### src/mgw_pkg.sv
// Purpose: shared constants for the medium, pin and wake control bank
// Assumes: AXI4-Lite slave, 32-bit data, index-based register map
// Notes: byte address of a register is four times its index
package mgw_pkg;
  // Register indices as printed; byte address is index * 4
  localparam logic [7:0] IDX_MEDIUM_RB = 8'h1A;
  localparam logic [7:0] IDX_MEDIUM_SET = 8'h1B;
  localparam logic [7:0] IDX_MON_RB = 8'h1C;
  localparam logic [7:0] IDX_MON_SET = 8'h1D;
  localparam logic [7:0] IDX_PIN_RB = 8'h1E;
  localparam logic [7:0] IDX_PIN_CTRL = 8'h1F;
  localparam logic [7:0] IDX_SOFT_RST = 8'h20;
  // Added register for wake and suspend control and status
  localparam logic [7:0] IDX_WAKE_CTRL = 8'h21;
  // Medium settings field positions
  localparam int MS_GM = 0;
  localparam int MS_FD = 1;
  localparam int MS_AC = 2;
  localparam int MS_TX_CLOCK_OUT_ENABLE = 3;
  localparam int MS_RFC = 4;
  localparam int MS_TFC = 5;
  localparam int MS_JFE = 6;
  localparam int MS_PF = 7;
  localparam int MS_RE = 8;
  localparam int MS_PS = 9;
  localparam int MS_SBP = 11;
  localparam int MS_SM = 12;
  localparam logic [15:0] MEDIUM_RESET = 16'h0276;
  localparam logic [15:0] MEDIUM_MASK = 16'h1BFF;
  // Monitor settings field positions
  localparam int MON_MOM = 0;
  localparam int MON_WAKE_ON_LINK_UP = 1;
  localparam int MON_WAKE_ON_MAGIC_PACKET = 2;
  localparam int MON_US = 4;
  localparam logic [7:0] MON_RESET = 8'h00;
  // Pin control field positions
  localparam int PIN_RSE = 7;
  localparam logic [7:0] PIN_RESET = 8'h00;
  // Soft reset field positions
  localparam int SR_RR = 0;
  localparam int SR_RT = 1;
  localparam int SR_PHY_RESET_FLOAT = 2;
  localparam int SR_PRL = 3;
  localparam int SR_BZ = 4;
  localparam logic [7:0] SOFT_RESET = 8'h4C;
  // Wake control field positions
  localparam int WK_SUSPEND = 0;
  localparam int WK_HOST_FEATURE = 1;
  localparam logic [1:0] AXI_OKAY = 2'b00;
  localparam logic [1:0] AXI_SLVERR = 2'b10;
  // Speed encodings
  typedef enum logic [1:0] {
    MGW_SPD_10,
    MGW_SPD_100,
    MGW_SPD_1000
  } mgw_speed_t;
endpackage

### src/mgw_medium_ctrl.sv
// Purpose: medium, pin, PHY reset and remote wake control bank
// Assumes: AXI4-Lite master keeps one write and one read in flight
// Notes: strap-like inputs are not registered; they steer outputs combinationally
//
// Summary of operation
// (RQ1) Gigabit and port speed bits pick speed
// (RQ2) Full duplex bit chooses duplex mode
// (RQ3) Clock outputs only when enabled, per interface
// (RQ4) Pause receive and send enables in full
// (RQ5) Jumbo frames accepted only when enabled
// (RQ6) Pause identified by type, or address too
// (RQ7) Receive path runs only when enabled
// (RQ8) Half duplex backpressure continuous or intermittent
// (RQ9) Short backoff shortens collision retry time
// (RQ10) Software writes one to reserved bit
// (RQ11) Monitor mode checks but never stores
// (RQ12) Monitor readback shows USB speed, enables
// (RQ13) Pins driven when enable set, else float
// (RQ14) Pin enables and input levels readable
// (RQ15) Writing reload bit reloads EEPROM
// (RQ16) Held clear bits keep length errors cleared
// (RQ17) PHY reset floats unless float bit cleared
// (RQ18) Selected level drives PHY reset pin
// (RQ19) Force zero-length bulk IN packets
// (RQ20) Software writes 010 to top bits
// (RQ21) Wake returns to prior operating mode
// (RQ22) Self wake needs both permissions, one source
//
// The AXI4-Lite interface to the registers is this design's own decision.
`timescale 1ns/10ps
`default_nettype none
module mgw_medium_ctrl
  import mgw_pkg::*;
(
  input wire logic clk,
  input wire logic nrst,
  input wire logic clk_en,
  // AXI4-Lite slave
  input wire logic [31:0] s_axi_awaddr,
  input wire logic s_axi_awvalid,
  output logic s_axi_awready,
  input wire logic [31:0] s_axi_wdata,
  input wire logic [3:0] s_axi_wstrb,
  input wire logic s_axi_wvalid,
  output logic s_axi_wready,
  output logic [1:0] s_axi_bresp,
  output logic s_axi_bvalid,
  input wire logic s_axi_bready,
  input wire logic [31:0] s_axi_araddr,
  input wire logic s_axi_arvalid,
  output logic s_axi_arready,
  output logic [31:0] s_axi_rdata,
  output logic [1:0] s_axi_rresp,
  output logic s_axi_rvalid,
  input wire logic s_axi_rready,
  // MAC controls
  output mgw_pkg::mgw_speed_t link_speed,
  output logic full_duplex,
  output logic rx_pause_enable,
  output logic tx_pause_enable,
  output logic jumbo_enable,
  output logic pause_by_type_only,
  output logic rx_path_on,
  output logic monitor_mode,
  output logic rx_store_enable,
  input wire logic rx_buffer_full,
  output logic backpressure_continuous_active,
  output logic backpressure_intermittent_active,
  output logic short_backoff,
  // Clock outputs
  input wire logic rgmii_select,
  input wire logic gigabit_tx_clock_out_src,
  output logic gigabit_tx_clock_out,
  output logic tx_clock_out,
  // USB side
  input wire logic host_link_speed_hi,
  output logic reload_eeprom_pulse,
  output logic clear_bulk_in_len_err,
  output logic clear_bulk_out_len_err,
  output logic force_zero_length_in,
  // General purpose pins
  input wire logic [2:0] pin_in,
  output logic [2:0] pin_out,
  output logic [2:0] pin_oe,
  // PHY reset pin
  input wire logic phy_reset_select_flag,
  input wire logic usb_reset_active,
  output logic phy_reset_pin_n_out,
  output logic phy_reset_pin_n_oe,
  // Remote wake
  input wire logic remote_wake_allowed_flag,
  input wire logic host_resume_seen,
  input wire logic magic_packet_seen,
  input wire logic link_up_primary,
  input wire logic link_up_secondary,
  input wire logic external_wake_pin_n,
  output logic suspended,
  output logic remote_wake_request
);
  import mgw_pkg::*;

  // Register state
  logic [15:0] medium_q;
  logic [2:0] mon_q;
  logic [6:0] pin_q;
  logic [4:0] srst_q;
  logic host_feature_q;
  logic rse_q;
  logic susp_q;
  logic wake_q;
  logic ext_prev_q;
  logic link_prev_q;
  // Bus channel state
  logic aw_full_q, w_full_q, bvalid_q, rvalid_q;
  logic [7:0] aw_idx_q;
  logic [31:0] wdata_q;
  logic [3:0] wstrb_q;
  logic [31:0] rdata_q;
  logic [1:0] bresp_q, rresp_q;

  // Word index of a byte address; low bits ignored
  function automatic logic [7:0] word_idx(input logic [31:0] a);
    word_idx = a[9:2];
  endfunction

  // Index within the mapped set
  function automatic logic mapped(input logic [7:0] i, input logic [31:0] a);
    mapped = (a[31:10] == 22'h0) && (i >= IDX_MEDIUM_RB) && (i <= IDX_WAKE_CTRL);
  endfunction

  // Write decode
  wire do_write = aw_full_q && w_full_q && !bvalid_q;
  wire wr_lo = wstrb_q[0];
  wire wr_hi = wstrb_q[1];
  wire wr_ok = mapped(aw_idx_q, {22'h0, aw_idx_q, 2'b00});
  wire wr_med = do_write && (aw_idx_q == IDX_MEDIUM_SET);
  wire wr_mon = do_write && (aw_idx_q == IDX_MON_SET) && wr_lo;
  wire wr_pin = do_write && (aw_idx_q == IDX_PIN_CTRL) && wr_lo;
  wire wr_srst = do_write && (aw_idx_q == IDX_SOFT_RST) && wr_lo;
  wire wr_wake = do_write && (aw_idx_q == IDX_WAKE_CTRL) && wr_lo;

  // Medium merged with byte lanes; undefined bits stay zero
  wire [15:0] med_new = {wr_hi ? wdata_q[15:8] : medium_q[15:8],
                         wr_lo ? wdata_q[7:0] : medium_q[7:0]} & MEDIUM_MASK;

  // Read decode
  wire [7:0] rd_idx = word_idx(s_axi_araddr);
  wire rd_ok = mapped(rd_idx, s_axi_araddr);
  wire [7:0] pin_status = {2'b00, pin_in[2], pin_q[4], pin_in[1], pin_q[2],
                           pin_in[0], pin_q[0]}; // RQ14
  wire [7:0] mon_status = {3'b000, host_link_speed_hi, 1'b0, mon_q}; // RQ12
  wire [31:0] rd_word =
    (rd_idx == IDX_MEDIUM_RB) ? {16'h0, medium_q} :
    (rd_idx == IDX_MON_RB) ? {24'h0, mon_status} :
    (rd_idx == IDX_PIN_RB) ? {24'h0, pin_status} :
    (rd_idx == IDX_WAKE_CTRL) ? {28'h0, wake_q, susp_q, host_feature_q, susp_q} :
    32'h0;

  // Channel handshakes: ready while the slot is empty
  assign s_axi_awready = !aw_full_q;
  assign s_axi_wready = !w_full_q;
  assign s_axi_arready = !rvalid_q;
  assign s_axi_bvalid = bvalid_q;
  assign s_axi_bresp = bresp_q;
  assign s_axi_rvalid = rvalid_q;
  assign s_axi_rdata = rdata_q;
  assign s_axi_rresp = rresp_q;

  // Write address and data captured in either order
  always_ff @(posedge clk or negedge nrst) begin
    if (!nrst) begin
      aw_full_q <= 1'b0;
      w_full_q <= 1'b0;
      aw_idx_q <= 8'h00;
      wdata_q <= 32'h0;
      wstrb_q <= 4'h0;
    end else if (clk_en) begin
      if (s_axi_awvalid && !aw_full_q) begin
        aw_full_q <= 1'b1;
        aw_idx_q <= (s_axi_awaddr[31:10] == 22'h0) ? word_idx(s_axi_awaddr) : 8'hFF;
      end else if (do_write) begin
        aw_full_q <= 1'b0;
      end
      if (s_axi_wvalid && !w_full_q) begin
        w_full_q <= 1'b1;
        wdata_q <= s_axi_wdata;
        wstrb_q <= s_axi_wstrb;
      end else if (do_write) begin
        w_full_q <= 1'b0;
      end
    end
  end

  // Write response; read-only or unmapped slots answer SLVERR
  always_ff @(posedge clk or negedge nrst) begin
    if (!nrst) begin
      bvalid_q <= 1'b0;
      bresp_q <= AXI_OKAY;
    end else if (clk_en) begin
      if (do_write) begin
        bvalid_q <= 1'b1;
        bresp_q <= (wr_ok && aw_idx_q != IDX_MEDIUM_RB && aw_idx_q != IDX_MON_RB
                    && aw_idx_q != IDX_PIN_RB) ? AXI_OKAY : AXI_SLVERR;
      end else if (s_axi_bready) begin
        bvalid_q <= 1'b0;
      end
    end
  end

  // Read data registered one cycle after address
  always_ff @(posedge clk or negedge nrst) begin
    if (!nrst) begin
      rvalid_q <= 1'b0;
      rdata_q <= 32'h0;
      rresp_q <= AXI_OKAY;
    end else if (clk_en) begin
      if (s_axi_arvalid && !rvalid_q) begin
        rvalid_q <= 1'b1;
        rdata_q <= rd_ok ? rd_word : 32'h0;
        rresp_q <= rd_ok ? AXI_OKAY : AXI_SLVERR;
      end else if (s_axi_rready) begin
        rvalid_q <= 1'b0;
      end
    end
  end

  // Settings registers
  always_ff @(posedge clk or negedge nrst) begin
    if (!nrst) begin
      medium_q <= MEDIUM_RESET;
      mon_q <= MON_RESET[2:0];
      pin_q <= PIN_RESET[6:0];
      srst_q <= SOFT_RESET[4:0];
      host_feature_q <= 1'b0;
    end else if (clk_en) begin
      if (wr_med) medium_q <= med_new; // RQ10 reserved bit stored as written
      if (wr_mon) mon_q <= wdata_q[2:0];
      if (wr_pin) pin_q <= {wdata_q[5], wdata_q[5:0]} & 7'h3F;
      // Upper 010 pattern is the writer's duty and is not checked
      if (wr_srst) srst_q <= wdata_q[4:0]; // RQ20
      if (wr_wake) host_feature_q <= wdata_q[WK_HOST_FEATURE];
    end
  end

  // Reload request is a one-cycle pulse per write of one
  always_ff @(posedge clk or negedge nrst) begin
    if (!nrst) rse_q <= 1'b0;
    else if (clk_en) rse_q <= wr_pin && wdata_q[PIN_RSE]; // RQ15
  end
  assign reload_eeprom_pulse = rse_q;

  // Medium decode
  assign link_speed = medium_q[MS_GM] ? MGW_SPD_1000 :
                      (medium_q[MS_PS] ? MGW_SPD_100 : MGW_SPD_10); // RQ1
  assign full_duplex = medium_q[MS_FD]; // RQ2
  // Pause only meaningful in full duplex
  assign rx_pause_enable = medium_q[MS_RFC] && medium_q[MS_FD]; // RQ4
  assign tx_pause_enable = medium_q[MS_TFC] && medium_q[MS_FD]; // RQ4
  assign jumbo_enable = medium_q[MS_JFE] && medium_q[MS_GM]; // RQ5
  assign pause_by_type_only = medium_q[MS_PF]; // RQ6
  assign rx_path_on = medium_q[MS_RE]; // RQ7
  assign short_backoff = medium_q[MS_SM]; // RQ9
  // Backpressure style in half duplex with a full receive buffer
  wire bp_cond = medium_q[MS_TFC] && !medium_q[MS_FD] && rx_buffer_full;
  assign backpressure_continuous_active = bp_cond && medium_q[MS_SBP]; // RQ8
  assign backpressure_intermittent_active = bp_cond && !medium_q[MS_SBP]; // RQ8
  assign monitor_mode = mon_q[MON_MOM];
  // Monitor mode checks frames but keeps them out of buffer memory
  assign rx_store_enable = medium_q[MS_RE] && !mon_q[MON_MOM]; // RQ11

  // Clock outputs gated; either or neither toggles
  assign gigabit_tx_clock_out = medium_q[MS_TX_CLOCK_OUT_ENABLE] && !rgmii_select && gigabit_tx_clock_out_src; // RQ3
  assign tx_clock_out = medium_q[MS_TX_CLOCK_OUT_ENABLE] && rgmii_select && gigabit_tx_clock_out_src; // RQ3

  // General purpose pins
  assign pin_oe = {pin_q[4], pin_q[2], pin_q[0]}; // RQ13
  assign pin_out = {pin_q[5], pin_q[3], pin_q[1]}; // RQ13

  // Soft reset controls
  assign clear_bulk_in_len_err = srst_q[SR_RR]; // RQ16
  assign clear_bulk_out_len_err = srst_q[SR_RT]; // RQ16
  assign force_zero_length_in = srst_q[SR_BZ]; // RQ19
  // PHY reset: float, software level, or follow USB reset (low active)
  assign phy_reset_pin_n_oe = !srst_q[SR_PHY_RESET_FLOAT]; // RQ17
  assign phy_reset_pin_n_out = phy_reset_select_flag ? srst_q[SR_PRL] // RQ18
                                                     : !usb_reset_active; // RQ17

  // Remote wake decision; one source suffices once both permissions hold
  wire wake_allowed = remote_wake_allowed_flag && host_feature_q; // RQ22
  wire ext_fall = ext_prev_q && !external_wake_pin_n;
  wire link_rise = (link_up_primary || link_up_secondary) && !link_prev_q;
  wire self_wake = wake_allowed && ((mon_q[MON_WAKE_ON_MAGIC_PACKET] && magic_packet_seen) ||
                   (mon_q[MON_WAKE_ON_LINK_UP] && link_rise) || ext_fall); // RQ22

  // Suspend state; settings are untouched so wake resumes prior mode
  always_ff @(posedge clk or negedge nrst) begin
    if (!nrst) begin
      susp_q <= 1'b0;
      wake_q <= 1'b0;
      ext_prev_q <= 1'b1;
      link_prev_q <= 1'b0;
    end else if (clk_en) begin
      ext_prev_q <= external_wake_pin_n;
      link_prev_q <= link_up_primary || link_up_secondary;
      wake_q <= susp_q && self_wake;
      if (susp_q && (host_resume_seen || self_wake)) susp_q <= 1'b0; // RQ21
      else if (wr_wake) susp_q <= wdata_q[WK_SUSPEND];
    end
  end
  assign suspended = susp_q;
  assign remote_wake_request = wake_q;

  // Checks
  speed_map_a: assert property (@(posedge clk) disable iff (!nrst)
    (medium_q[MS_GM] == 1'b0 && medium_q[MS_PS] == 1'b0) |-> link_speed == MGW_SPD_10)
    else $error("speed decode wrong"); // RQ1
  pin_drive_a: assert property (@(posedge clk) disable iff (!nrst)
    (clk_en && wr_pin) |=> pin_oe[0] == $past(wdata_q[0]))
    else $error("pin enable not taken"); // RQ13
  phy_float_a: assert property (@(posedge clk) disable iff (!nrst)
    srst_q[SR_PHY_RESET_FLOAT] |-> !phy_reset_pin_n_oe)
    else $error("phy reset driven while floating"); // RQ17
  phy_level_a: assert property (@(posedge clk) disable iff (!nrst)
    (!srst_q[SR_PHY_RESET_FLOAT] && phy_reset_select_flag) |-> phy_reset_pin_n_out == srst_q[SR_PRL])
    else $error("phy reset level wrong"); // RQ18
  mon_store_a: assert property (@(posedge clk) disable iff (!nrst)
    mon_q[MON_MOM] |-> !rx_store_enable)
    else $error("stored in monitor mode"); // RQ11
  clk_gate_a: assert property (@(posedge clk) disable iff (!nrst)
    !medium_q[MS_TX_CLOCK_OUT_ENABLE] |-> !gigabit_tx_clock_out && !tx_clock_out)
    else $error("clock out while disabled"); // RQ3
  wake_perm_a: assert property (@(posedge clk) disable iff (!nrst)
    remote_wake_request |-> $past(remote_wake_allowed_flag) && $past(host_feature_q))
    else $error("wake without permission"); // RQ22
  resume_a: assert property (@(posedge clk) disable iff (!nrst)
    (clk_en && susp_q && host_resume_seen) |=> !susp_q)
    else $error("host resume ignored"); // RQ21
  reload_a: assert property (@(posedge clk) disable iff (!nrst)
    reload_eeprom_pulse |=> !reload_eeprom_pulse || $past(wr_pin))
    else $error("reload pulse stuck"); // RQ15
endmodule
`default_nettype wire

### config.mk
export PLATFORM = sky130hd
export DESIGN_NAME = mgw_medium_ctrl
export DESIGN_NICKNAME = d
export VERILOG_FILES = /design/src/mgw_pkg.sv /design/src/mgw_medium_ctrl.sv
export SDC_FILE = /design/constraint.sdc
export NUM_CORES = 1
export LEC_CHECK = 0
export BUFFER_PORTS_ARGS = -buffer_cell sky130_fd_sc_hd__buf_4
export CAP_MARGIN = 25
export CORE_MARGIN = 2
export CORE_UTILIZATION = 40
export DETAILED_ROUTE_END_ITERATION = 10
export PLACE_DENSITY = 0.76
export REMOVE_ABC_BUFFERS = 1
export SKIP_LAST_GASP = 1
export SYNTH_ARGS = -nofsm -noshare
export SYNTH_HDL_FRONTEND = slang
export SYNTH_SLANG_ARGS = --single-unit
### constraint.sdc
create_clock -name clk -period 1.7 [get_ports clk]
set_clock_uncertainty 0.2 [all_clocks]
set_input_delay 0.085 -clock clk [delete_from_list [all_inputs] [get_ports clk]]
set_output_delay 0.085 -clock clk [all_outputs]
set_load 0.005 [all_outputs]
==> metrics.cfg, run 1 <==
[cts]
cts_buffer_depth=2
clk_pin_slew_worst_paths_ns=0.08
htreeDepth=3
numCtsBuffers=9
clockRootBuffer=clkbuf_8
clock_latency_ns=0.35
cts_tree=yes
clock_sinks=72

[critical_path]
path_delay_family=simple AND/OR/NAND/NOR gates
slowest_delay_ns=0.48
critical_path_class=reg -> reg
startpoint_type=flip-flop
worst_ep_required_time_ns=1.71
crit_buf_inv=1
worstPathMaxFanout=6
path_cells=and4b_2 -> nand3_4 -> buf_4 -> nor4_1 -> a2111oi_4
endpoint_kind=flip-flop
critical_path_arrival_ns=1.92
slowest_stage=nor4_1

[logic_synthesis]
ys_seq_area_frac=0.525
synthArstFlopShare=1.00
synth-warning-count=0
ys_ff_latch=72
synthFlopType=dfrtp_1
ys_types=44
synthCells=293
synth_area_per_cell_um2=11.8
synth_area_um2=3460
synth_edf_count=0

[layout]
stdcell_area_um2=5550
drive_gt1_frac=0.500
fillers=646
diodes=0
mostFrequentLayoutCells=buf_4 (170), dfrtp_1 (63), dlygate4sd3_1 (41)
area_growth_pct=60.6
mostFrequentLayoutCell=buf_4
num-nets-final=636
final_util=0.669

[detailed_routing]
num_vias=3203
drt_iter0_markers=117
dr.pass1.iters=4
wl_per_cell_um=15.8
drt_wl_total_um=9830
routed_via_density=5.14
drc=0
ant_nets=0

[die]
die_h_um=97.0
coreArea_um2=8300
rows=33
pin_count=193
initial_utilization=0.416
fp.dieArea_um2=9400
dieWidth_um=97.0

[run]
cap_violations=0

[power]
clockPowerShare=0.296
powerDensity_nw_per_um2=778
switching_share=0.293
seq_power_share=0.498
p_comb_frac=0.206
leakage_uw=0.00272
vdd_drop_max_mv=0.664
intPower_uw=3050
netSwitchingPower_uw=1260

[status]
violations=setup timing
status=complete, but fails checks

[timing]
period_share=1.12
fmax_mhz=524
finalWorstSetupSlack_ns=-0.207
rsz0062_at_grt=yes
maxSlewHeadroom=0.517
tightest_slew_ns=0.725
setup_viol=28
slew_violations=0
finalCriticalPeriod_ns=1.91
hold_viol_final=0

[placement]
place_ws_ns=-0.209
postPlaceCellArea_um2=4790
place_hpwl_um=7100
place_congestion=0.849
io_buffers=144

[global_routing]
grt_max_degree=28
grt_pass1_wl_um=15800
antenna_found_initial=0
grtUsageTotal=0.211
overflow=0
grt_pass1_vias=3258

[min_path]
hp-class=in -> reg

[worst paths after layout]
check,to,slack [ns],depth (start not counted),start
max,suspended,-0.21,5,s_axi_bvalid
max in group asynchronous,s_axi_rdata[2],0.46,3,nrst
min in group asynchronous,medium_q[9],0.07,2,nrst
min,w_full_q,0.009,3,clk_en
min reg2reg,s_axi_rdata[5],0.29,2,s_axi_rdata[5]
max reg2reg,suspended,-0.21,5,s_axi_bvalid
[metal layers]
metal,up-vias,part of all wire,routed length [µm],track usage
li1,1475,-,-,-
met1,1561,0.40,3910,0.251
met2,146,0.51,5050,0.364
met3,21,0.071,693,0.0621
met4,0,0.018,177,0.0726
met5,-,0,0,0
[final cells by class]
class | instances | area [µm²] | share of cell area
clock inverters | 7 | 61.3 | 0.0110
clock buffers | 9 | 124 | 0.0223
well taps | 105 | 131 | 0.0237
inverters | 12 | 45.0 | 0.00812
flip-flops and latches | 72 | 1810 | 0.327
repair buffers | 218 | 1790 | 0.323
multi-input cells | 200 | 1580 | 0.285
[cell usage after synthesis, types with 2 or more instances]
library cell	number	share of area
or4_1	2	0.0043
nor2_1	11	0.012
nand2_1	18	0.020
a2111oi_0	2	0.0051
nor3_2	2	0.0058
o21ai_0	8	0.012
buf_2	2	0.0029
and4_1	4	0.010
and2_1	3	0.0054
nor2b_1	2	0.0036
dfstp_2	9	0.068
and4b_1	2	0.0058
o31ai_1	2	0.0043
inv_1	12	0.013
a22o_1	7	0.018
nor3_1	7	0.010
mux2i_1	5	0.014
or3b_2	2	0.0051
o22a_1	8	0.020
and3b_1	2	0.0051
and3_1	3	0.0054
or3_1	2	0.0036
nand3b_1	3	0.0065
nand4_1	3	0.0054
a21o_1	2	0.0043
a21oi_1	5	0.0072
dfrtp_1	63	0.46
o32ai_1	2	0.0051
clkbuf_1	4	0.0043
a22oi_1	2	0.0043
nor4_1	12	0.022
buf_4	23	0.050
mux2_2	43	0.14
nand3_1	4	0.0058
nor4bb_1	3	0.0087
[per-stage QoR]
step           TNS, ns  power, µW  hold WS, ns  cells
6_report         -3.36       4320      0.00927    623
4_1_cts          -2.88       4340     -0.00409    619
5_1_grt          -4.92       4540      0.00666    623
3_3_place_gp     -2.67       2910       -0.217    560
3_5_place_dp     -3.93       2960       -0.214    560
2_1_floorplan    -2.98       2430       -0.411    284
[power groups by stage]
stage	Sequential, µW	Combinational [µW]	Clock (µW)
final	2150	889	1280
after global routing	2180	967	1390
after CTS	2140	889	1310
after detailed placement	2170	798	0
after global placement	2140	770	0
after floorplan	2090	335	0
[worst reg2reg max path, stage by stage, from the launching register on]
cell	delay, ns
dfrtp_1	0.40
and4b_2	0.33
nand3_4	0.14
buf_4	0.17
nor4_1	0.48
a2111oi_4	0.05
[flip-flops by register name, summed over array words and instances (netlist names), 2 cells and up]
| signal | flops |
|---|---|
| mon_q | 3 |
| srst_q | 5 |
| s_axi_rdata | 12 |
| pin_q | 6 |
| medium_q | 12 |
| aw_idx_q | 8 |
| wstrb_q | 2 |
| wdata_q | 12 |
[repair_timing]
item | CTS | global route
pin swaps | 4 | 4
hold endpoints to repair | 103 | 0
resized for setup | 19 | 10
hold buffers | 42 | 0
endpoints found under the setup margin | 28 | 64
setup buffers | 1 | 4
[kinds of logic (layout without fill, tap and decap cells)]
kind of cell           count (synthesis)  in the layout  share of synthesized area
AOI/OAI and AO/OA                     40             40                     0.0865
buffers and inverters                 42            246                     0.0713
other                                  1             22                    0.00109
muxes                                 48             48                      0.155
DFF                                   72             72                      0.525
and+or+nand+nor                       90             90                      0.162
Note: power is estimated with default switching activity, not from simulation.
==> run 2, diff against run 1 <==
Settings changed: MAX_ROUTING_LAYER from default to met4.
==> metrics.cfg, run 2 (synthesized netlist as in run 1, its figures left out) <==
[timing]
finalWorstSetupSlack_ns=-0.176
finalCriticalPeriod_ns=1.88
fin_hold_ws_ns=-0.0192
tightest_slew_ns=0.720
fmax_mhz=533
slew_violations=0
period_share=1.10
hold_viol_final=1
setup_viol=24
rsz0062_at_grt=yes
maxSlewHeadroom=0.520

[global_routing]
antenna_found_initial=0
grt_pass1_vias=3276
grt_pass1_wl_um=16200
grtUsageTotal=0.219
grt_max_degree=28
overflow=0

[cts]
clock_latency_ns=0.34
clockRootBuffer=clkbuf_8
cts_buffer_depth=2
numCtsBuffers=9
clk_pin_slew_worst_paths_ns=0.09
htreeDepth=3
clock_sinks=72
cts_tree=yes

[critical_path]
timing.rr.start=s_axi_bvalid
startpoint_type=flip-flop
r2r_slack_ns=-0.18
worstPathMaxFanout=6
ff2ff_path_depth=4
critical_path_arrival_ns=1.90
endpoint_kind=flip-flop
critical_path_class=reg -> reg
rr_endpoint=host_feature_q
worst_ep_required_time_ns=1.72

[layout]
area_growth_pct=61.7
final_util=0.673
mostFrequentLayoutCell=buf_4
num-nets-final=637
diodes=0
mostFrequentLayoutCells=buf_4 (171), dfrtp_1 (63), dlygate4sd3_1 (39)
drive_gt1_frac=0.513

[min_path]
hold_end=s_axi_rdata[4]
whs_path_depth=4
min-delay-start=s_axi_araddr[6]
hp-class=in -> reg

[die]
pin_count=193
initial_utilization=0.416
fp.dieArea_um2=9400
coreArea_um2=8300
die_h_um=97.0
dieWidth_um=97.0
rows=33

[power]
vdd_drop_max_mv=0.714
powerDensity_nw_per_um2=784
leakage_uw=0.00273

[placement]
place_congestion=0.862
place_hpwl_um=7160
io_buffers=144
place_ws_ns=-0.218

[detailed_routing]
drt_iter0_markers=89
dr.pass1.iters=4
wl_per_cell_um=16.0
num_vias=3145
drt_wl_total_um=9990
routed_via_density=5.04
drc=0
ant_nets=0

[status]
violations=hold timing, setup timing
status=complete, but fails checks

[run]
cap_violations=0

==> run 2: changes by cell type in the layout (fill, tap and decap cells not counted), moves of 2 or more <==
cell and change:
mux2_2 -4, mux2_4 +4, buf_6 +2, dlygate4sd3_1 -2, nand2_1 -2, nand2_2 +2
==> run 2: final cells by class <==
cell class / instances / area, µm²
clock buffers: 9 / 124
clock inverters: 7 / 61.3
fillers: 654 / 2710
inverters: 12 / 45.0
multi-input cells: 200 / 1610
flip-flops and latches: 72 / 1810
well taps: 105 / 131
repair buffers: 219 / 1800
==> run 2: metal layers <==
metal  wire length (µm)  GRT usage  share of wire  up-vias
met5                  0          -              0        -
met4                229     0.0737          0.023        0
met3                614     0.0506          0.061       20
met2               5110      0.366           0.51      127
met1               4040      0.261           0.40     1515
li1                   -          -              -     1483
==> run 2: worst max-delay path, cell delays in order (launching register included) <==
cell	delay, ns
dfrtp_1	0.40
and4b_2	0.32
nand3_4	0.14
or3_4	0.42
mux2_2	0.28
==> run 2: worst max-delay path by stage <==
stage | cells past startpoint | from | to
after floorplan | 4 | s_axi_bvalid | pin_q[0]
after global placement | 4 | s_axi_bvalid | suspended
after detailed placement | 4 | s_axi_bvalid | suspended
after CTS | 5 | s_axi_bvalid | srst_q[1]
after global routing | 4 | aw_idx_q[4] | suspended
final | 4 | s_axi_bvalid | host_feature_q
==> run 2: report_power, final <==
| part | internal [µW] | switching, µW |
|---|---|---|
| logic | 609 | 341 |
| clock network | 560 | 720 |
| registers | 1940 | 212 |
==> run 2: through the flow <==
stage	TNS, ns	instances	instance area [µm²]	total power (µW)	hold slack (ns)
2_1_floorplan	-2.98	284	3330	2430	-0.411
3_3_place_gp	-2.68	560	4790	2900	-0.222
3_5_place_dp	-3.74	560	4790	2950	-0.219
4_1_cts	-2.27	621	5510	4340	0.000173
5_1_grt	-4.63	624	5590	4570	0.0127
6_report	-2.57	624	5590	4380	-0.0192
==> run 2: timing repair <==
item,in CTS,in global routing
pin swaps,5,5
endpoints found under the setup margin,30,63
setup buffers,4,4
hold buffers,41,0
gates resized for setup,23,17
endpoints found under the hold margin,102,0
